<file path="config.mk">
export PLATFORM = sky130hd
export DESIGN_NAME = tmw_timer
export DESIGN_NICKNAME = d
export VERILOG_FILES = /design/src/hdl/tmw_pkg.sv /design/src/hdl/tmw_timer.sv
export SDC_FILE = /design/constraint.sdc
export NUM_CORES = 1
export LEC_CHECK = 0
export BUFFER_PORTS_ARGS = -buffer_cell sky130_fd_sc_hd__buf_2
export CAP_MARGIN = 20
export CORE_UTILIZATION = 55
export CTS_CLUSTER_DIAMETER = 200
export DETAILED_ROUTE_END_ITERATION = 10
export PLACE_DENSITY = 0.74
export SYNTH_ARGS = -nofsm -noshare
export SYNTH_HDL_FRONTEND = slang
export SYNTH_SLANG_ARGS = --single-unit
</file>
<file path="constraint.sdc">
create_clock -name clk_in -period 7.63 [get_ports clk_in]
set_clock_uncertainty 0.15 [all_clocks]
set_input_delay 0.3815 -clock clk_in [delete_from_list [all_inputs] [get_ports clk_in]]
set_output_delay 0.3815 -clock clk_in [all_outputs]
set_load 0.005 [all_outputs]
</file>
<file path="src/hdl/tmw_pkg.sv">
// constants shared by the 16-bit timer waveform block
// assumes one system clock and an external prescaler tick enable
// ==========================================================
package tmw_pkg;
  localparam logic [3:0] TMW_MODE_PC8 = 4'h1;
  localparam logic [3:0] TMW_MODE_PC9 = 4'h2;
  localparam logic [3:0] TMW_MODE_PC10 = 4'h3;
  localparam logic [3:0] TMW_MODE_CTC_A = 4'h4;
  localparam logic [3:0] TMW_MODE_FP8 = 4'h5;
  localparam logic [3:0] TMW_MODE_FP9 = 4'h6;
  localparam logic [3:0] TMW_MODE_FP10 = 4'h7;
  localparam logic [3:0] TMW_MODE_PC_CAP = 4'hA;
  localparam logic [3:0] TMW_MODE_PC_A = 4'hB;
  localparam logic [3:0] TMW_MODE_CTC_CAP = 4'hC;
  localparam logic [3:0] TMW_MODE_FP_CAP = 4'hE;
  localparam logic [3:0] TMW_MODE_FP_A = 4'hF;
  localparam logic [15:0] TMW_TOP8 = 16'h00FF;
  localparam logic [15:0] TMW_TOP9 = 16'h01FF;
  localparam logic [15:0] TMW_TOP10 = 16'h03FF;
  localparam logic [15:0] TMW_MAX = 16'hFFFF;
  localparam logic [15:0] TMW_BOTTOM = 16'h0000;
  localparam logic [15:0] TMW_ONE = 16'h0001;
  localparam logic [1:0] TMW_ACT_NONE = 2'h0;
  localparam logic [1:0] TMW_ACT_TOGGLE = 2'h1;
  localparam logic [1:0] TMW_ACT_NONINV = 2'h2;
  localparam logic [1:0] TMW_ACT_INV = 2'h3;
  // register indices
  localparam logic [2:0] TMW_REG_CTRL = 3'h0;
  localparam logic [2:0] TMW_REG_COUNT = 3'h1;
  localparam logic [2:0] TMW_REG_CMPA = 3'h2;
  localparam logic [2:0] TMW_REG_CAPTOP = 3'h3;
  localparam logic [2:0] TMW_REG_FLAGS = 3'h4;
  localparam logic [2:0] TMW_REG_CMPB = 3'h5;
  // control register fields
  localparam int TMW_CTRL_MODE_LSB = 0;
  localparam int TMW_CTRL_ACTA_LSB = 4;
  localparam int TMW_CTRL_ACTB_LSB = 6;
  localparam int TMW_CTRL_DIRA_BIT = 8;
  localparam int TMW_CTRL_DIRB_BIT = 9;
  // flag register fields, write one to clear
  localparam int TMW_FLG_OVF_BIT = 0;
  localparam int TMW_FLG_MATCHA_BIT = 1;
  localparam int TMW_FLG_MATCHB_BIT = 2;
  localparam int TMW_FLG_CAPT_BIT = 3;
  typedef enum logic [1:0] {TMW_KIND_NORMAL, TMW_KIND_CTC, TMW_KIND_FAST, TMW_KIND_PC} tmw_kind_t;
endpackage

</file>
<file path="src/hdl/tmw_timer.sv">
// 16-bit timer waveform generator: clear-on-match, fast PWM, phase correct PWM
// assumes a prescaler tick pulse synchronous to clk_in and a simple register port
//
// Added by the designer: the plain strobed port and the register offsets.
`timescale 1ns/100ps
module tmw_timer
#(
  parameter int WIDTH = 16
)
(
  input wire logic clk_in,
  input wire logic arst_n_in,
  input wire logic tick_in,
  input wire logic [2:0] addr_in,
  input wire logic [15:0] wdata_in,
  input wire logic wr_in,
  input wire logic rd_in,
  output logic [15:0] rdata_out,
  output logic wave_pin_a_out,
  output logic wave_pin_a_oe_n_out,
  output logic wave_pin_b_out,
  output logic wave_pin_b_oe_n_out,
  output logic overflow_flag_out,
  output logic match_flag_a_out,
  output logic capture_flag_out
);
  // ==========================================================
  // decode helpers
  function automatic tmw_pkg::tmw_kind_t kind_of(input logic [3:0] m);
    case (m)
      tmw_pkg::TMW_MODE_CTC_A, tmw_pkg::TMW_MODE_CTC_CAP:
        kind_of = tmw_pkg::TMW_KIND_CTC;
      tmw_pkg::TMW_MODE_FP8, tmw_pkg::TMW_MODE_FP9, tmw_pkg::TMW_MODE_FP10,
      tmw_pkg::TMW_MODE_FP_CAP, tmw_pkg::TMW_MODE_FP_A:
        kind_of = tmw_pkg::TMW_KIND_FAST;
      tmw_pkg::TMW_MODE_PC8, tmw_pkg::TMW_MODE_PC9, tmw_pkg::TMW_MODE_PC10,
      tmw_pkg::TMW_MODE_PC_CAP, tmw_pkg::TMW_MODE_PC_A:
        kind_of = tmw_pkg::TMW_KIND_PC;
      default:
        kind_of = tmw_pkg::TMW_KIND_NORMAL;
    endcase
  endfunction

  // fixed-width mask, all ones when top is register defined
  function automatic logic [WIDTH-1:0] fixed_mask(input logic [3:0] m);
    case (m)
      tmw_pkg::TMW_MODE_PC8, tmw_pkg::TMW_MODE_FP8:
        fixed_mask = tmw_pkg::TMW_TOP8;
      tmw_pkg::TMW_MODE_PC9, tmw_pkg::TMW_MODE_FP9:
        fixed_mask = tmw_pkg::TMW_TOP9;
      tmw_pkg::TMW_MODE_PC10, tmw_pkg::TMW_MODE_FP10:
        fixed_mask = tmw_pkg::TMW_TOP10;
      default:
        fixed_mask = tmw_pkg::TMW_MAX;
    endcase
  endfunction

  // ==========================================================
  // registers
  logic [3:0] mode_q;
  logic [1:0] act_q [2];
  logic [1:0] dir_q;
  logic [WIDTH-1:0] count_q;
  logic down_q;
  logic [WIDTH-1:0] cmp_buf_q [2];
  logic [WIDTH-1:0] cmp_q [2];
  logic [WIDTH-1:0] cap_top_q;
  logic ovf_q;
  logic [1:0] mflag_q;
  logic capf_q;
  logic [1:0] wave_q;

  tmw_pkg::tmw_kind_t kind;
  logic [WIDTH-1:0] top;
  logic top_hit;
  logic at_bottom;
  logic at_max;
  logic buffered;
  logic top_is_a;
  logic top_is_cap;
  logic [WIDTH-1:0] mask;
  logic [WIDTH-1:0] wmask;
  logic [1:0] cmp_hit;
  logic wr_ctrl;
  logic wr_flags;

  assign kind = kind_of(mode_q);
  assign mask = fixed_mask(mode_q);
  assign wmask = wdata_in[WIDTH-1:0] & mask;
  assign top_is_a = (mode_q == tmw_pkg::TMW_MODE_CTC_A) || (mode_q == tmw_pkg::TMW_MODE_FP_A)
                    || (mode_q == tmw_pkg::TMW_MODE_PC_A);
  assign top_is_cap = (mode_q == tmw_pkg::TMW_MODE_CTC_CAP)
                      || (mode_q == tmw_pkg::TMW_MODE_FP_CAP)
                      || (mode_q == tmw_pkg::TMW_MODE_PC_CAP);
  assign buffered = (kind == tmw_pkg::TMW_KIND_FAST) || (kind == tmw_pkg::TMW_KIND_PC);
  assign wr_ctrl = wr_in && (addr_in == tmw_pkg::TMW_REG_CTRL);
  assign wr_flags = wr_in && (addr_in == tmw_pkg::TMW_REG_FLAGS);

  // ==========================================================
  // top selection
  always_comb
  begin
    if (top_is_a)
      top = cmp_q[0];
    else if (top_is_cap)
      top = cap_top_q;
    else if (kind == tmw_pkg::TMW_KIND_NORMAL)
      top = tmw_pkg::TMW_MAX;
    else
      top = mask;
  end

  assign top_hit = (count_q == top);
  assign at_bottom = (count_q == tmw_pkg::TMW_BOTTOM);
  assign at_max = (count_q == tmw_pkg::TMW_MAX);

  // ==========================================================
  // control register
  always_ff @(posedge clk_in or negedge arst_n_in)
  begin
    if (!arst_n_in)
    begin
      mode_q <= 4'h0;
      act_q[0] <= tmw_pkg::TMW_ACT_NONE;
      act_q[1] <= tmw_pkg::TMW_ACT_NONE;
      dir_q <= 2'h0;
    end
    else if (wr_ctrl)
    begin
      mode_q <= wdata_in[tmw_pkg::TMW_CTRL_MODE_LSB +: 4];
      act_q[0] <= wdata_in[tmw_pkg::TMW_CTRL_ACTA_LSB +: 2];
      act_q[1] <= wdata_in[tmw_pkg::TMW_CTRL_ACTB_LSB +: 2];
      dir_q <= wdata_in[tmw_pkg::TMW_CTRL_DIRA_BIT +: 2];
    end
  end

  // ==========================================================
  // counter and direction
  always_ff @(posedge clk_in or negedge arst_n_in)
  begin
    if (!arst_n_in)
    begin
      count_q <= tmw_pkg::TMW_BOTTOM;
      down_q <= 1'b0;
    end
    else if (wr_in && (addr_in == tmw_pkg::TMW_REG_COUNT))
      count_q <= wdata_in[WIDTH-1:0];
    else if (tick_in)
    begin
      case (kind)
        tmw_pkg::TMW_KIND_CTC, tmw_pkg::TMW_KIND_FAST:
        begin
          down_q <= 1'b0;
          if (top_hit)
            count_q <= tmw_pkg::TMW_BOTTOM;
          else
            count_q <= count_q + tmw_pkg::TMW_ONE;
        end
        tmw_pkg::TMW_KIND_PC:
        begin
          if (top_hit && !down_q)
          begin
            down_q <= 1'b1;
            count_q <= count_q - tmw_pkg::TMW_ONE;
          end
          else if (down_q && at_bottom)
          begin
            down_q <= 1'b0;
            count_q <= count_q + tmw_pkg::TMW_ONE;
          end
          else if (down_q)
            count_q <= count_q - tmw_pkg::TMW_ONE;
          else
            count_q <= count_q + tmw_pkg::TMW_ONE;
        end
        default:
        begin
          down_q <= 1'b0;
          count_q <= count_q + tmw_pkg::TMW_ONE;
        end
      endcase
    end
  end

  // ==========================================================
  // compare registers, buffered in PWM kinds
  generate
    for (genvar ch = 0; ch < 2; ch++)
    begin : g_cmp
      logic wr_cmp;
      assign wr_cmp = wr_in && (addr_in == (ch == 0 ? tmw_pkg::TMW_REG_CMPA
                                                    : tmw_pkg::TMW_REG_CMPB));
      assign cmp_hit[ch] = (count_q == cmp_q[ch]);
      always_ff @(posedge clk_in or negedge arst_n_in)
      begin
        if (!arst_n_in)
        begin
          cmp_buf_q[ch] <= tmw_pkg::TMW_BOTTOM;
          cmp_q[ch] <= tmw_pkg::TMW_BOTTOM;
        end
        else
        begin
          if (wr_cmp)
            cmp_buf_q[ch] <= wmask;
          if (wr_cmp && !buffered)
            cmp_q[ch] <= wmask;
          else if (tick_in && buffered && top_hit && !down_q)
            cmp_q[ch] <= cmp_buf_q[ch];
        end
      end

      // waveform bit
      always_ff @(posedge clk_in or negedge arst_n_in)
      begin
        if (!arst_n_in)
          wave_q[ch] <= 1'b0;
        else if (tick_in)
        begin
          case (kind)
            tmw_pkg::TMW_KIND_FAST:
            begin
              if (act_q[ch] == tmw_pkg::TMW_ACT_TOGGLE && ch == 0 && cmp_hit[ch])
                wave_q[ch] <= ~wave_q[ch];
              else if (act_q[ch][1] && cmp_hit[ch])
                wave_q[ch] <= ~act_q[ch][0];
              else if (act_q[ch][1] && top_hit)
                wave_q[ch] <= act_q[ch][0];
            end
            tmw_pkg::TMW_KIND_PC:
            begin
              if (act_q[ch][1] && cmp_hit[ch])
                wave_q[ch] <= act_q[ch][0] ^ down_q;
            end
            default:
            begin
              if (cmp_hit[ch])
              begin
                case (act_q[ch])
                  tmw_pkg::TMW_ACT_TOGGLE: wave_q[ch] <= ~wave_q[ch];
                  tmw_pkg::TMW_ACT_NONINV: wave_q[ch] <= 1'b0;
                  tmw_pkg::TMW_ACT_INV: wave_q[ch] <= 1'b1;
                  default: wave_q[ch] <= wave_q[ch];
                endcase
              end
            end
          endcase
        end
      end
    end
  endgenerate

  // ==========================================================
  // capture top register, never buffered
  always_ff @(posedge clk_in or negedge arst_n_in)
  begin
    if (!arst_n_in)
      cap_top_q <= tmw_pkg::TMW_BOTTOM;
    else if (wr_in && (addr_in == tmw_pkg::TMW_REG_CAPTOP))
      cap_top_q <= wdata_in[WIDTH-1:0];
  end

  // ==========================================================
  // flags, set wins over write-one-to-clear
  logic ovf_set;
  logic [1:0] mflag_set;
  logic capf_set;

  always_comb
  begin
    ovf_set = 1'b0;
    if (tick_in)
    begin
      case (kind)
        tmw_pkg::TMW_KIND_FAST: ovf_set = top_hit;
        tmw_pkg::TMW_KIND_PC: ovf_set = at_bottom && down_q;
        default: ovf_set = at_max;
      endcase
    end
  end

  assign capf_set = tick_in && top_is_cap && top_hit && !down_q;
  assign mflag_set[0] = tick_in && cmp_hit[0];
  assign mflag_set[1] = tick_in && cmp_hit[1];

  always_ff @(posedge clk_in or negedge arst_n_in)
  begin
    if (!arst_n_in)
    begin
      ovf_q <= 1'b0;
      mflag_q <= 2'h0;
      capf_q <= 1'b0;
    end
    else
    begin
      ovf_q <= ovf_set || (ovf_q && !(wr_flags && wdata_in[tmw_pkg::TMW_FLG_OVF_BIT]));
      mflag_q[0] <= mflag_set[0]
                    || (mflag_q[0] && !(wr_flags && wdata_in[tmw_pkg::TMW_FLG_MATCHA_BIT]));
      mflag_q[1] <= mflag_set[1]
                    || (mflag_q[1] && !(wr_flags && wdata_in[tmw_pkg::TMW_FLG_MATCHB_BIT]));
      capf_q <= capf_set || (capf_q && !(wr_flags && wdata_in[tmw_pkg::TMW_FLG_CAPT_BIT]));
    end
  end

  // ==========================================================
  // outputs and read port
  always_ff @(posedge clk_in or negedge arst_n_in)
  begin
    if (!arst_n_in)
    begin
      wave_pin_a_out <= 1'b0;
      wave_pin_a_oe_n_out <= 1'b1;
      wave_pin_b_out <= 1'b0;
      wave_pin_b_oe_n_out <= 1'b1;
      overflow_flag_out <= 1'b0;
      match_flag_a_out <= 1'b0;
      capture_flag_out <= 1'b0;
    end
    else
    begin
      wave_pin_a_out <= dir_q[0] && wave_q[0];
      wave_pin_a_oe_n_out <= ~dir_q[0];
      wave_pin_b_out <= dir_q[1] && wave_q[1];
      wave_pin_b_oe_n_out <= ~dir_q[1];
      overflow_flag_out <= ovf_set || ovf_q;
      match_flag_a_out <= mflag_set[0] || mflag_q[0];
      capture_flag_out <= capf_set || capf_q;
    end
  end

  always_ff @(posedge clk_in or negedge arst_n_in)
  begin
    if (!arst_n_in)
      rdata_out <= 16'h0000;
    else if (rd_in)
    begin
      case (addr_in)
        tmw_pkg::TMW_REG_CTRL:
          rdata_out <= {6'h00, dir_q, act_q[1], act_q[0], mode_q};
        tmw_pkg::TMW_REG_COUNT: rdata_out <= count_q;
        tmw_pkg::TMW_REG_CMPA: rdata_out <= cmp_buf_q[0];
        tmw_pkg::TMW_REG_CAPTOP: rdata_out <= cap_top_q;
        tmw_pkg::TMW_REG_FLAGS: rdata_out <= {12'h000, capf_q, mflag_q, ovf_q};
        tmw_pkg::TMW_REG_CMPB: rdata_out <= cmp_buf_q[1];
        default: rdata_out <= 16'h0000;
      endcase
    end
    else
      rdata_out <= 16'h0000;
  end

  // ==========================================================
  // checks
  property p_ctc_clear;
    @(posedge clk_in) disable iff (!arst_n_in)
    (kind == tmw_pkg::TMW_KIND_CTC && tick_in && top_hit && !wr_in) |=> count_q == 16'h0000;
  endproperty
  a_ctc_clear: assert property (p_ctc_clear) else $error("ctc clear missed");

  property p_fast_ovf;
    @(posedge clk_in) disable iff (!arst_n_in)
    (kind == tmw_pkg::TMW_KIND_FAST && tick_in && top_hit) |=> ovf_q;
  endproperty
  a_fast_ovf: assert property (p_fast_ovf) else $error("fast ovf not set");

  property p_pin_dir;
    @(posedge clk_in) disable iff (!arst_n_in)
    !dir_q[0] |=> wave_pin_a_oe_n_out && !wave_pin_a_out;
  endproperty
  a_pin_dir: assert property (p_pin_dir) else $error("pin driven while input");

  property p_idle;
    @(posedge clk_in) disable iff (!arst_n_in)
    (!tick_in && !wr_in) |=> $stable(count_q) && $stable(wave_q);
  endproperty
  a_idle: assert property (p_idle) else $error("action between ticks");

  property p_toggle;
    @(posedge clk_in) disable iff (!arst_n_in)
    (kind == tmw_pkg::TMW_KIND_CTC && act_q[0] == tmw_pkg::TMW_ACT_TOGGLE && tick_in
     && cmp_hit[0]) |=> wave_q[0] != $past(wave_q[0]);
  endproperty
  a_toggle: assert property (p_toggle) else $error("toggle missed");

  property p_ovf_ctc;
    @(posedge clk_in) disable iff (!arst_n_in)
    (kind == tmw_pkg::TMW_KIND_CTC && tick_in && at_max) |=> ovf_q;
  endproperty
  a_ovf_ctc: assert property (p_ovf_ctc) else $error("ctc overflow missed");

  property p_pc_ovf;
    @(posedge clk_in) disable iff (!arst_n_in)
    (kind == tmw_pkg::TMW_KIND_PC && tick_in && at_bottom && down_q) |=> ovf_q;
  endproperty
  a_pc_ovf: assert property (p_pc_ovf) else $error("pc overflow missed");

  property p_noninv;
    @(posedge clk_in) disable iff (!arst_n_in)
    (kind == tmw_pkg::TMW_KIND_FAST && act_q[0] == tmw_pkg::TMW_ACT_NONINV && tick_in
     && cmp_hit[0]) |=> wave_q[0];
  endproperty
  a_noninv: assert property (p_noninv) else $error("noninv set missed");
endmodule

</file>
After elaboration in Yosys (flattened, before gate mapping)
Memory sizes are Yosys's and may differ from the RTL's. Cells that the tools add are included. Widths: inputs -> output; s select.

Output and inout port bits: 23. Logic and storage cells: 175. ROM bits: 32. Bits of input ports: 24. Memories: 1. Flip-flop bits (word level): 136.

Memory list: (no name shown) (words 16, bits a word 2, read ports 1, clocked after memory_dff 0, wr ports 0, line tmw_timer.sv:30) `case (m)`.

Reductions and logical operators: 68. Equality and inequality tests: 35. $add $sub $neg: 2. Mux-type cells: 35. Bitwise gates (word level): 10.

Operator list (number): $mux 16 (14); $pmux 16 s6 (1); $eq 16x16->1 (3); $pmux 16 s3 (1); $logic_and 1x1->1 (33); $pmux 16 s2 (1); $eq 4x4->1 const B (5); $add 16x1->16 const B (1); $and 16x16->16 (1); $eq 16x16->1 const B (1); $eq 4x3->1 const B (4); $logic_not 16->1 (1); $sub 16x1->16 const B (1); $mux 1 (13); $eq 2x2->1 const B (6); $logic_or 1x1->1 (12); $reduce_and 5->1 (2); $reduce_bool 5->1 (2); $eq 4x2->1 const B (2); $reduce_or 2->1 (4); $not 1->1 (7); $eq 2x1->1 const B (3); $eq 3x2->1 const B (2); $eq 3x3->1 const B (2); 14 further kinds (28).

Longest topological paths before layout
Gate-level depths: netlist of run 1.

Word-level depth: 12. Depth in mapped cells: 20. Gate-level depth less buffers: 15.

Worst setup path before layout of run 1
OpenSTA, ideal clock, no wires.

Path type: register -> register. Start point: reg mode_q[0]. End point: reg cmp_q[9] (netlist bit). Setup slack: 3.276 ns. Data arrival time: 4.048 ns. Period minus slack after synthesis: 4.354 ns. Library setup time: 0.155 ns. Stages on the path, launching flop included: 21. Required time: 7.325 ns. Buffers on the path: 6. Cell sequence: dfrtp_1 -> buf_2 -> buf_2 -> buf_4 -> a21oi_1 -> o22ai_1 -> inv_1 -> ha_1 -> clkbuf_1 -> nor3b_2 -> nor4_1 -> mux2i_1 -> nand3_1 -> a32o_1 -> nor4_4 -> and3b_1 -> and2b_1 -> buf_4 -> buf_4 -> mux2i_1 -> mux2i_1.

Word-level cells in the longest chain between the ends: 10. Elaborated cells between the ends (all ways): 37. Classes of those cells: eq/ne (15); mux (5); bitwise (1); reduce/logical (15); memory (1).

Ends and longest elaborated chain: start: declaration (line tmw_timer.sv:60) `logic [3:0] mode_q;`; start signal: assignment (line tmw_timer.sv:130) `mode_q <= wdata_in[tmw_pkg::TMW_CTRL_MODE_LSB +: 4];`; branches (longest 10 deep; another with $mem_v2 16x2); end signal: indexed assignment (line tmw_timer.sv:199) `cmp_q[ch] <= tmw_pkg::TMW_BOTTOM;`; end signal: indexed assignment (line tmw_timer.sv:206) `cmp_q[ch] <= wmask;`; end signal: indexed assignment (line tmw_timer.sv:208) `cmp_q[ch] <= cmp_buf_q[ch];`; end: declaration (line tmw_timer.sv:66) `logic [WIDTH-1:0] cmp_q [2];`.

Several ways; the timed one is not identified. A chain may end at the register's enable or synchronous reset.

Final worst setup path of run 1
Start point: reg mode_q[3]. End point: reg cmp_q[21] (netlist bit).

The elaborated chain is that of the path after synthesis.

==> impl_metrics.py, run 1 <==
metrics = {
    "synthesis": {
        "ys_seq_area_share_pct": 41.3,
        "synth_edf_count": 0,
        "synth-seq-cells": 136,
        "synthesis.area_sq_mm": 0.00825,
        "yosysWarnings": 0,
        "synthArstFlopShare_pct": 100,
        "ys_top_cells_by_area": "dfrtp_1 41%, mux2_2 5.7%, mux2i_1 5.2%",
        "yosys.area.top_type": "dfrtp_1",
        "syn_avg_cell_area_sq_um": 9.13,
        "synth_top_cell_area_share_pct": 40.6,
        "synthFlopType": "dfrtp_1",
        "synth_nets": 933,
        "synthCells": 904,
        "yosysUniqueCellTypes": 72,
    },
    "floorplanning": {
        "coreArea_sq_mm": 0.0146,
        "io_pins": 47,
        "start_util_pct": 56.5,
        "die_width_microns": 124,
        "design.die.area_sq_mm": 0.0155,
        "die_h_microns": 124,
        "num_rows": 44,
    },
    "place": {
        "place_ws_ps": 2000,
        "gp_congestion": 1.01,
        "dp.cells": 1071,
        "port_buffers": 46,
        "hpwlAfterDp_microns": 17100,
    },
    "setup_path": {
        "cp_cell_sequence": "inv_1, a21oi_1, o22ai_1, inv_1, ha_1, nor3b_2, nor4_1, mux2i_1, nand3_1, a32o_1, nor4_4, and3b_1, and2b_2, nor2_1, a221oi_1",
        "reg2reg_depth": 15,
        "worstSetupStartpointType": "flop",
        "slowest_stage": "dfrtp_1",
        "worst-path-buf-inv": 2,
        "worst_ep_arrival_time_ps": 6080,
        "required_ps": 7810,
        "critical-path-top-delay-family": "simple AND/OR/NAND/NOR gates",
        "cp_common_cell": "inv_1",
        "crit_path_end_kind": "flop",
        "cp-startpoint": "mode_q[3]",
        "slowest_delay_ps": 950,
        "reg2reg_from": "mode_q[3]",
        "r2r_end": "cmp_q[21]",
        "crit_fanout": 38,
        "critPathKind": "reg2reg",
        "r2r_slack_ps": 1730,
    },
    "global_route": {
        "antenna_found_initial": 0,
        "grt_max_degree": 74,
        "grt_pass1_vias": 7028,
        "grt_usage_pct": 33.4,
        "globalRouteOverflowTotal": 0,
        "grt_pass1_wl_microns": 39900,
    },
    "cts": {
        "cts.sinks": 136,
        "insertion_delay_ps": 440,
        "cts_inserted_buffers": 17,
        "post_cts_buffers": 0,
        "tritoncts": "yes",
        "cts-resized-gates": 0,
        "clockRootBuffer": "clkbuf_16",
        "h-tree-depth": 4,
        "ctsLongestPathBuffers": 2,
        "path_clk_slew_ps": 60,
    },
    "cells_and_area": {
        "nNetsFinal": 937,
        "drive_above_1_share_pct": 15.7,
        "final_cells": 1104,
        "diodes": 0,
        "regArea_sq_mm": 0.00341,
        "nFillCells": 1220,
        "area_growth_pct": 10.5,
        "final_core_util_pct": 62.5,
        "multi_input_area_sq_mm": 0.00446,
    },
    "detailed_routing": {
        "drc_errors": 0,
        "viasPerCell": 6.57,
        "antenna_left": 0,
        "drt_iter0_markers": 998,
        "wl_per_cell_microns": 22.6,
        "first_pass_iters": 9,
        "wl_microns": 25000,
        "vias": 7251,
    },
    "power": {
        "p_switching_mw": 1.21,
        "max-vdd-ir-drop_v": 0.000180,
        "pwr-share-clk_pct": 27.1,
        "power_frac_seq_pct": 41.0,
        "p_leak_nw": 3.84,
        "power_frac_comb_pct": 31.8,
        "p_int_mw": 1.89,
        "p_per_area_mw_per_mm2": 341,
        "switching_share_pct": 39.1,
    },
    "worst_hold_path": {
        "min_to": "rdata_out[1]",
        "min_path_type": "in2reg",
        "holdPathStages": 2,
        "min-delay-start": "rd_in",
    },
    "timing": {
        "tightest_slew_ps": 1080,
        "layout_min_cycle_time_ps": 5900,
        "relSlewSlack_pct": 28.3,
        "hold_viol": 0,
        "timing.final.ws_setup_ps": 1730,
        "grt_setup_unrepaired": "false",
        "finalSetupViolCount": 0,
        "fmax_mhz": 169,
        "period_share_pct": 77.4,
        "tns_ps": 0,
        "drv_slew": 0,
    },
    "status": {
        "status": "completed",
    },
    "run": {
        "timing.max_cap.violations": 0,
    },
}
==> cell usage after synthesis (9+ instances only) <==
master and count:
dfrtp_1 134, nand2_1 99, nor2_1 54, clkbuf_1 52, o21ai_0 50, a21oi_1 48, mux2i_1 43, mux2_2 42
xnor2_1 32, nand3_1 30, o21ai_1 29, inv_1 27, nor3_1 24, a22oi_1 20, xor2_1 15, nor2b_1 12
nand2b_1 11, and2_1 9, buf_2 9, o22ai_1 9
==> layout by cell type (no fill, tap or decap), drive strengths merged, types with 6 or more instances in the layout <==
master and n:
mux2 44, nand2b 11, a22oi 20, o21ai 79
nor2 54, nand2 99, nand4 8, nor3 24
nor2b 12, clkbuf 20, buf 55, xnor2 32
and2 11, nor3b 8, nor4 9, nand3 30
mux2i 43, dfrtp 134, a22o 6, a221oi 6
xor2 15, o22ai 9, and3 7, a21oi 49
a211oi 6, inv 28, o211ai 7
==> power groups by stage <==
stage	Sequential, mW	Clock (mW)	Combinational, mW
3_3_place_gp	1.26	0	0.950
4_1_cts	1.26	0.854	0.976
2_1_floorplan	1.05	0	0.854
5_1_grt	1.30	0.883	1.09
6_report	1.28	0.844	0.989
3_5_place_dp	1.26	0	0.964
==> routing by layer <==
metal | track usage, % | vias up | wire length (microns)
li1 | - | 3271 | -
met5 | 0 | - | 0
met3 | 6.92 | 78 | 2320
met2 | 48.7 | 380 | 11100
met4 | 15.7 | 0 | 864
met1 | 47.4 | 3522 | 10700
==> worst max-delay path by stage <==
stage / end / cells after the start
finish: cmp_q[21] / 15
global route: cmp_q[16] / 15
CTS: cmp_q[21] / 15
detailed placement: cmp_q[21] / 15
global placement: cmp_q[21] / 15
floorplan: cmp_q[9] / 20
==> state kept, by name, summed over array words and instances (netlist names), 2 cells and up <==
| register | flops |
|---|---|
| mode_q | 4 |
| cmp_buf_q | 32 |
| mflag_q | 2 |
| count_q | 16 |
| cap_top_q | 16 |
| act_q | 4 |
| rdata_out | 16 |
| dir_q | 2 |
| cmp_q | 32 |
| wave_q | 2 |
==> final cells by class <==
class                   instances  area share (%)
clock buffers                  19            4.97
multi-input cells             669            48.9
inverters                      27            1.11
repair buffers                 57            3.50
clock inverters                12            1.65
well taps                     184            2.53
flip-flops and latches        136            37.4
==> kinds of logic (layout without fill, tap and decap cells) <==
kind of cell,after synthesis,count (layout),synth area share [%]
AO/OA/AOI/OAI,231,231,18.0
XOR/XNOR,47,47,4.99
adder cells (fa/ha/maj),5,5,0.758
buffers and inverters,99,115,4.91
flip-flops,136,136,41.3
multiplexers,90,90,12.0
AND/OR/NAND/NOR,296,296,18.0
==> through the flow <==
stage          cell area, sq um  hold WS [ps]  power, mW
2_1_floorplan              8250         -64.1       1.90
3_3_place_gp               8500           260       2.21
3_5_place_dp               8500           263       2.23
6_report                   9120          71.7       3.11
4_1_cts                    9110          55.3       3.09
5_1_grt                    9120          67.2       3.27
==> repair_timing <==
action | 4_1_cts | 5_1_grt
hold endpoints to repair | 61 | 0
hold buffers | 1 | 0
endpoints found under the setup margin | 0 | 0
(Power assumes the default switching activity.)
==> run 2: changes to the inputs <==
PLACE_DENSITY = 0.77   (was 0.74)
clock period = 5.2 ns   (was 7.63 ns; I/O delays follow)
==> run 2 against run 1 <==
Critical path depth is 1 lower; non-clock buffer count increased by 12; register-to-register slack worse by 1300 ps; global-route usage rose by 0.056 points; die area did not move; critical endpoint is now count_q[2].
==> impl_metrics.py, run 2 (synthesis results as in run 1) <==
metrics = {
    "status": {
        "status": "completed",
    },
    "power": {
        "p_int_mw": 2.97,
        "switching_share_pct": 37.9,
        "power_frac_seq_pct": 38.3,
        "p_per_area_mw_per_mm2": 513,
        "pwr-share-clk_pct": 30.2,
        "p_leak_nw": 3.94,
        "power_mw": 4.78,
        "power_frac_comb_pct": 31.5,
        "max-vdd-ir-drop_v": 0.000291,
        "p_switching_mw": 1.81,
    },
    "cts": {
        "path_clk_slew_ps": 60,
        "h-tree-depth": 4,
        "cts_inserted_buffers": 17,
        "cts.sinks": 136,
        "tritoncts": "yes",
        "post_cts_buffers": 0,
        "insertion_delay_ps": 430,
        "ctsLongestPathBuffers": 2,
        "clockRootBuffer": "clkbuf_16",
    },
    "timing": {
        "tightest_slew_ps": 1110,
        "fmax_mhz": 210,
        "hold_viol": 0,
        "grt_setup_unrepaired": "false",
        "relSlewSlack_pct": 25.6,
        "tns_ps": 0,
        "finalSetupViolCount": 0,
        "layout_min_cycle_time_ps": 4770,
        "drv_slew": 0,
        "period_share_pct": 91.8,
    },
    "global_route": {
        "grt_pass1_vias": 6911,
        "grt_max_degree": 93,
        "grt_pass1_wl_microns": 39800,
        "grt_usage_pct": 33.4,
        "antenna_found_initial": 1,
        "globalRouteOverflowTotal": 0,
    },
    "detailed_routing": {
        "first_pass_iters": 5,
        "drt_iter0_markers": 1110,
        "vias": 7407,
        "viasPerCell": 6.63,
        "antenna_left": 0,
        "drc_errors": 0,
        "wl_per_cell_microns": 22.7,
        "wl_microns": 25300,
    },
    "cells_and_area": {
        "drive_above_1_share_pct": 15.9,
        "final_cell_mix": "134 x dfrtp_1, 99 x nand2_1, 54 x nor2_1",
        "area_growth_pct": 13.0,
        "nNetsFinal": 949,
        "final_core_util_pct": 63.9,
        "layout_commonest_cell": "dfrtp_1",
        "top_regs": "cmp_buf_q: 32 flops, cmp_q: 32 flops",
    },
    "worst_hold_path": {
        "min-delay-start": "wdata_in[7]",
        "holdPathStages": 3,
        "min_path_type": "in2reg",
    },
    "setup_path": {
        "path_depth": 14,
        "reg2reg_from": "mode_q[2]",
        "r2r_slack_ps": 430,
        "crit_path_end_kind": "flop",
        "worst-path-buf-inv": 1,
        "reg2reg_depth": 14,
        "cp_cell_sequence": "nand2b_1, o22ai_1, inv_1, ha_1, nor3b_2, nor4_1, mux2i_1, nand3_1, a32o_1, nor4_4, o21ai_1, a21o_1, a311o_1, o221a_2",
        "required_ps": 5370,
        "crit_fanout": 13,
        "slowest_delay_ps": 570,
        "cp-startpoint": "mode_q[2]",
        "critPathKind": "reg2reg",
        "slowest_stage": "dfrtp_1",
        "worst_ep_arrival_time_ps": 4940,
        "critical-path-top-delay-family": "compound AO/OA/AOI/OAI gates",
        "worstSetupStartpointType": "flop",
    },
    "floorplanning": {
        "coreArea_sq_mm": 0.0146,
        "io_pins": 47,
        "start_util_pct": 56.5,
        "num_rows": 44,
        "die_width_microns": 124,
        "design.die.area_sq_mm": 0.0155,
        "die_h_microns": 124,
    },
    "place": {
        "hpwlAfterDp_microns": 17100,
        "gp_congestion": 0.990,
        "port_buffers": 46,
    },
    "run": {
        "timing.max_cap.violations": 0,
    },
}
[run 2: cell count changes in the layout (fill, tap and decap cells not counted)]
cell	previous run	this run
dlygate4sd3_1	1	8
buf_4	9	15
bufinv_16	3	7
clkinv_2	4	0
clkinvlp_4	3	0
inv_6	1	4
clkbuf_8	2	0
clkbuf_1	0	1
clkbuf_2	1	0
clkinv_4	1	2
diode_2	0	1
[run 2: layout make-up]
| cell class | instances | area, sq um |
|---|---|---|
| clock inverter | 13 | 263 |
| clock buffer | 18 | 429 |
| antenna | 1 | 2.50 |
| fill | 1224 | 5270 |
| inverter | 27 | 101 |
| multi-input combinational | 669 | 4460 |
| sequential | 136 | 3410 |
| timing repair buffer | 69 | 429 |
| tap | 184 | 230 |
[run 2: what timing repair did]
| item | 4_1_cts | 5_1_grt |
|---|---|---|
| hold endpoints to repair | 104 | 0 |
| resized for setup | 0 | 0 |
| hold buffers | 8 | 0 |
[run 2: worst register-to-register path, delay by kind of cell, from the launching register on]
| kind | cells | cell delay (ps) |
|---|---|---|
| compound gates | 6 | 1910 |
| fa+ha+maj | 1 | 330 |
| buf+inv | 1 | 90 |
| flops | 1 | 570 |
| mux | 1 | 230 |
| simple gates | 5 | 1390 |
[run 2: layer usage]
| metal | vias up | wire length [microns] | GRT usage (%) |
|---|---|---|---|
| li1 | 3302 | - | - |
| met1 | 3617 | 10500 | 47.4 |
| met2 | 428 | 11600 | 50.1 |
| met3 | 60 | 2590 | 7.35 |
| met4 | 0 | 687 | 12.2 |
| met5 | - | 0 | 0 |
[run 2: per-stage QoR]
| stage | worst slack, ps | std cells | cell area, sq um | hold slack (ps) |
|---|---|---|---|---|
| 2_1_floorplan | 846 | 904 | 8250 | -186 |
| 3_3_place_gp | 690 | 1076 | 8540 | 242 |
| 3_5_place_dp | 560 | 1076 | 8540 | 237 |
| 4_1_cts | 523 | 1115 | 9310 | 2.80 |
| 5_1_grt | 103 | 1116 | 9320 | 24.1 |
| 6_report | 428 | 1117 | 9320 | 18.7 |
[run 2: power groups by stage]
stage | combinational (mW) | clock [mW] | sequential, mW
2_1_floorplan | 1.25 | 0 | 1.54
3_3_place_gp | 1.44 | 0 | 1.82
3_5_place_dp | 1.46 | 0 | 1.82
4_1_cts | 1.48 | 1.45 | 1.81
5_1_grt | 1.64 | 1.50 | 1.87
6_report | 1.51 | 1.44 | 1.83
[run 2: final timing paths]
kind / end
max: count_q[2]
min in group asynchronous: ovf_q
max reg2reg: count_q[2]
min: cmp_q[7]
max in group asynchronous: count_q[12]
min reg2reg: ovf_q
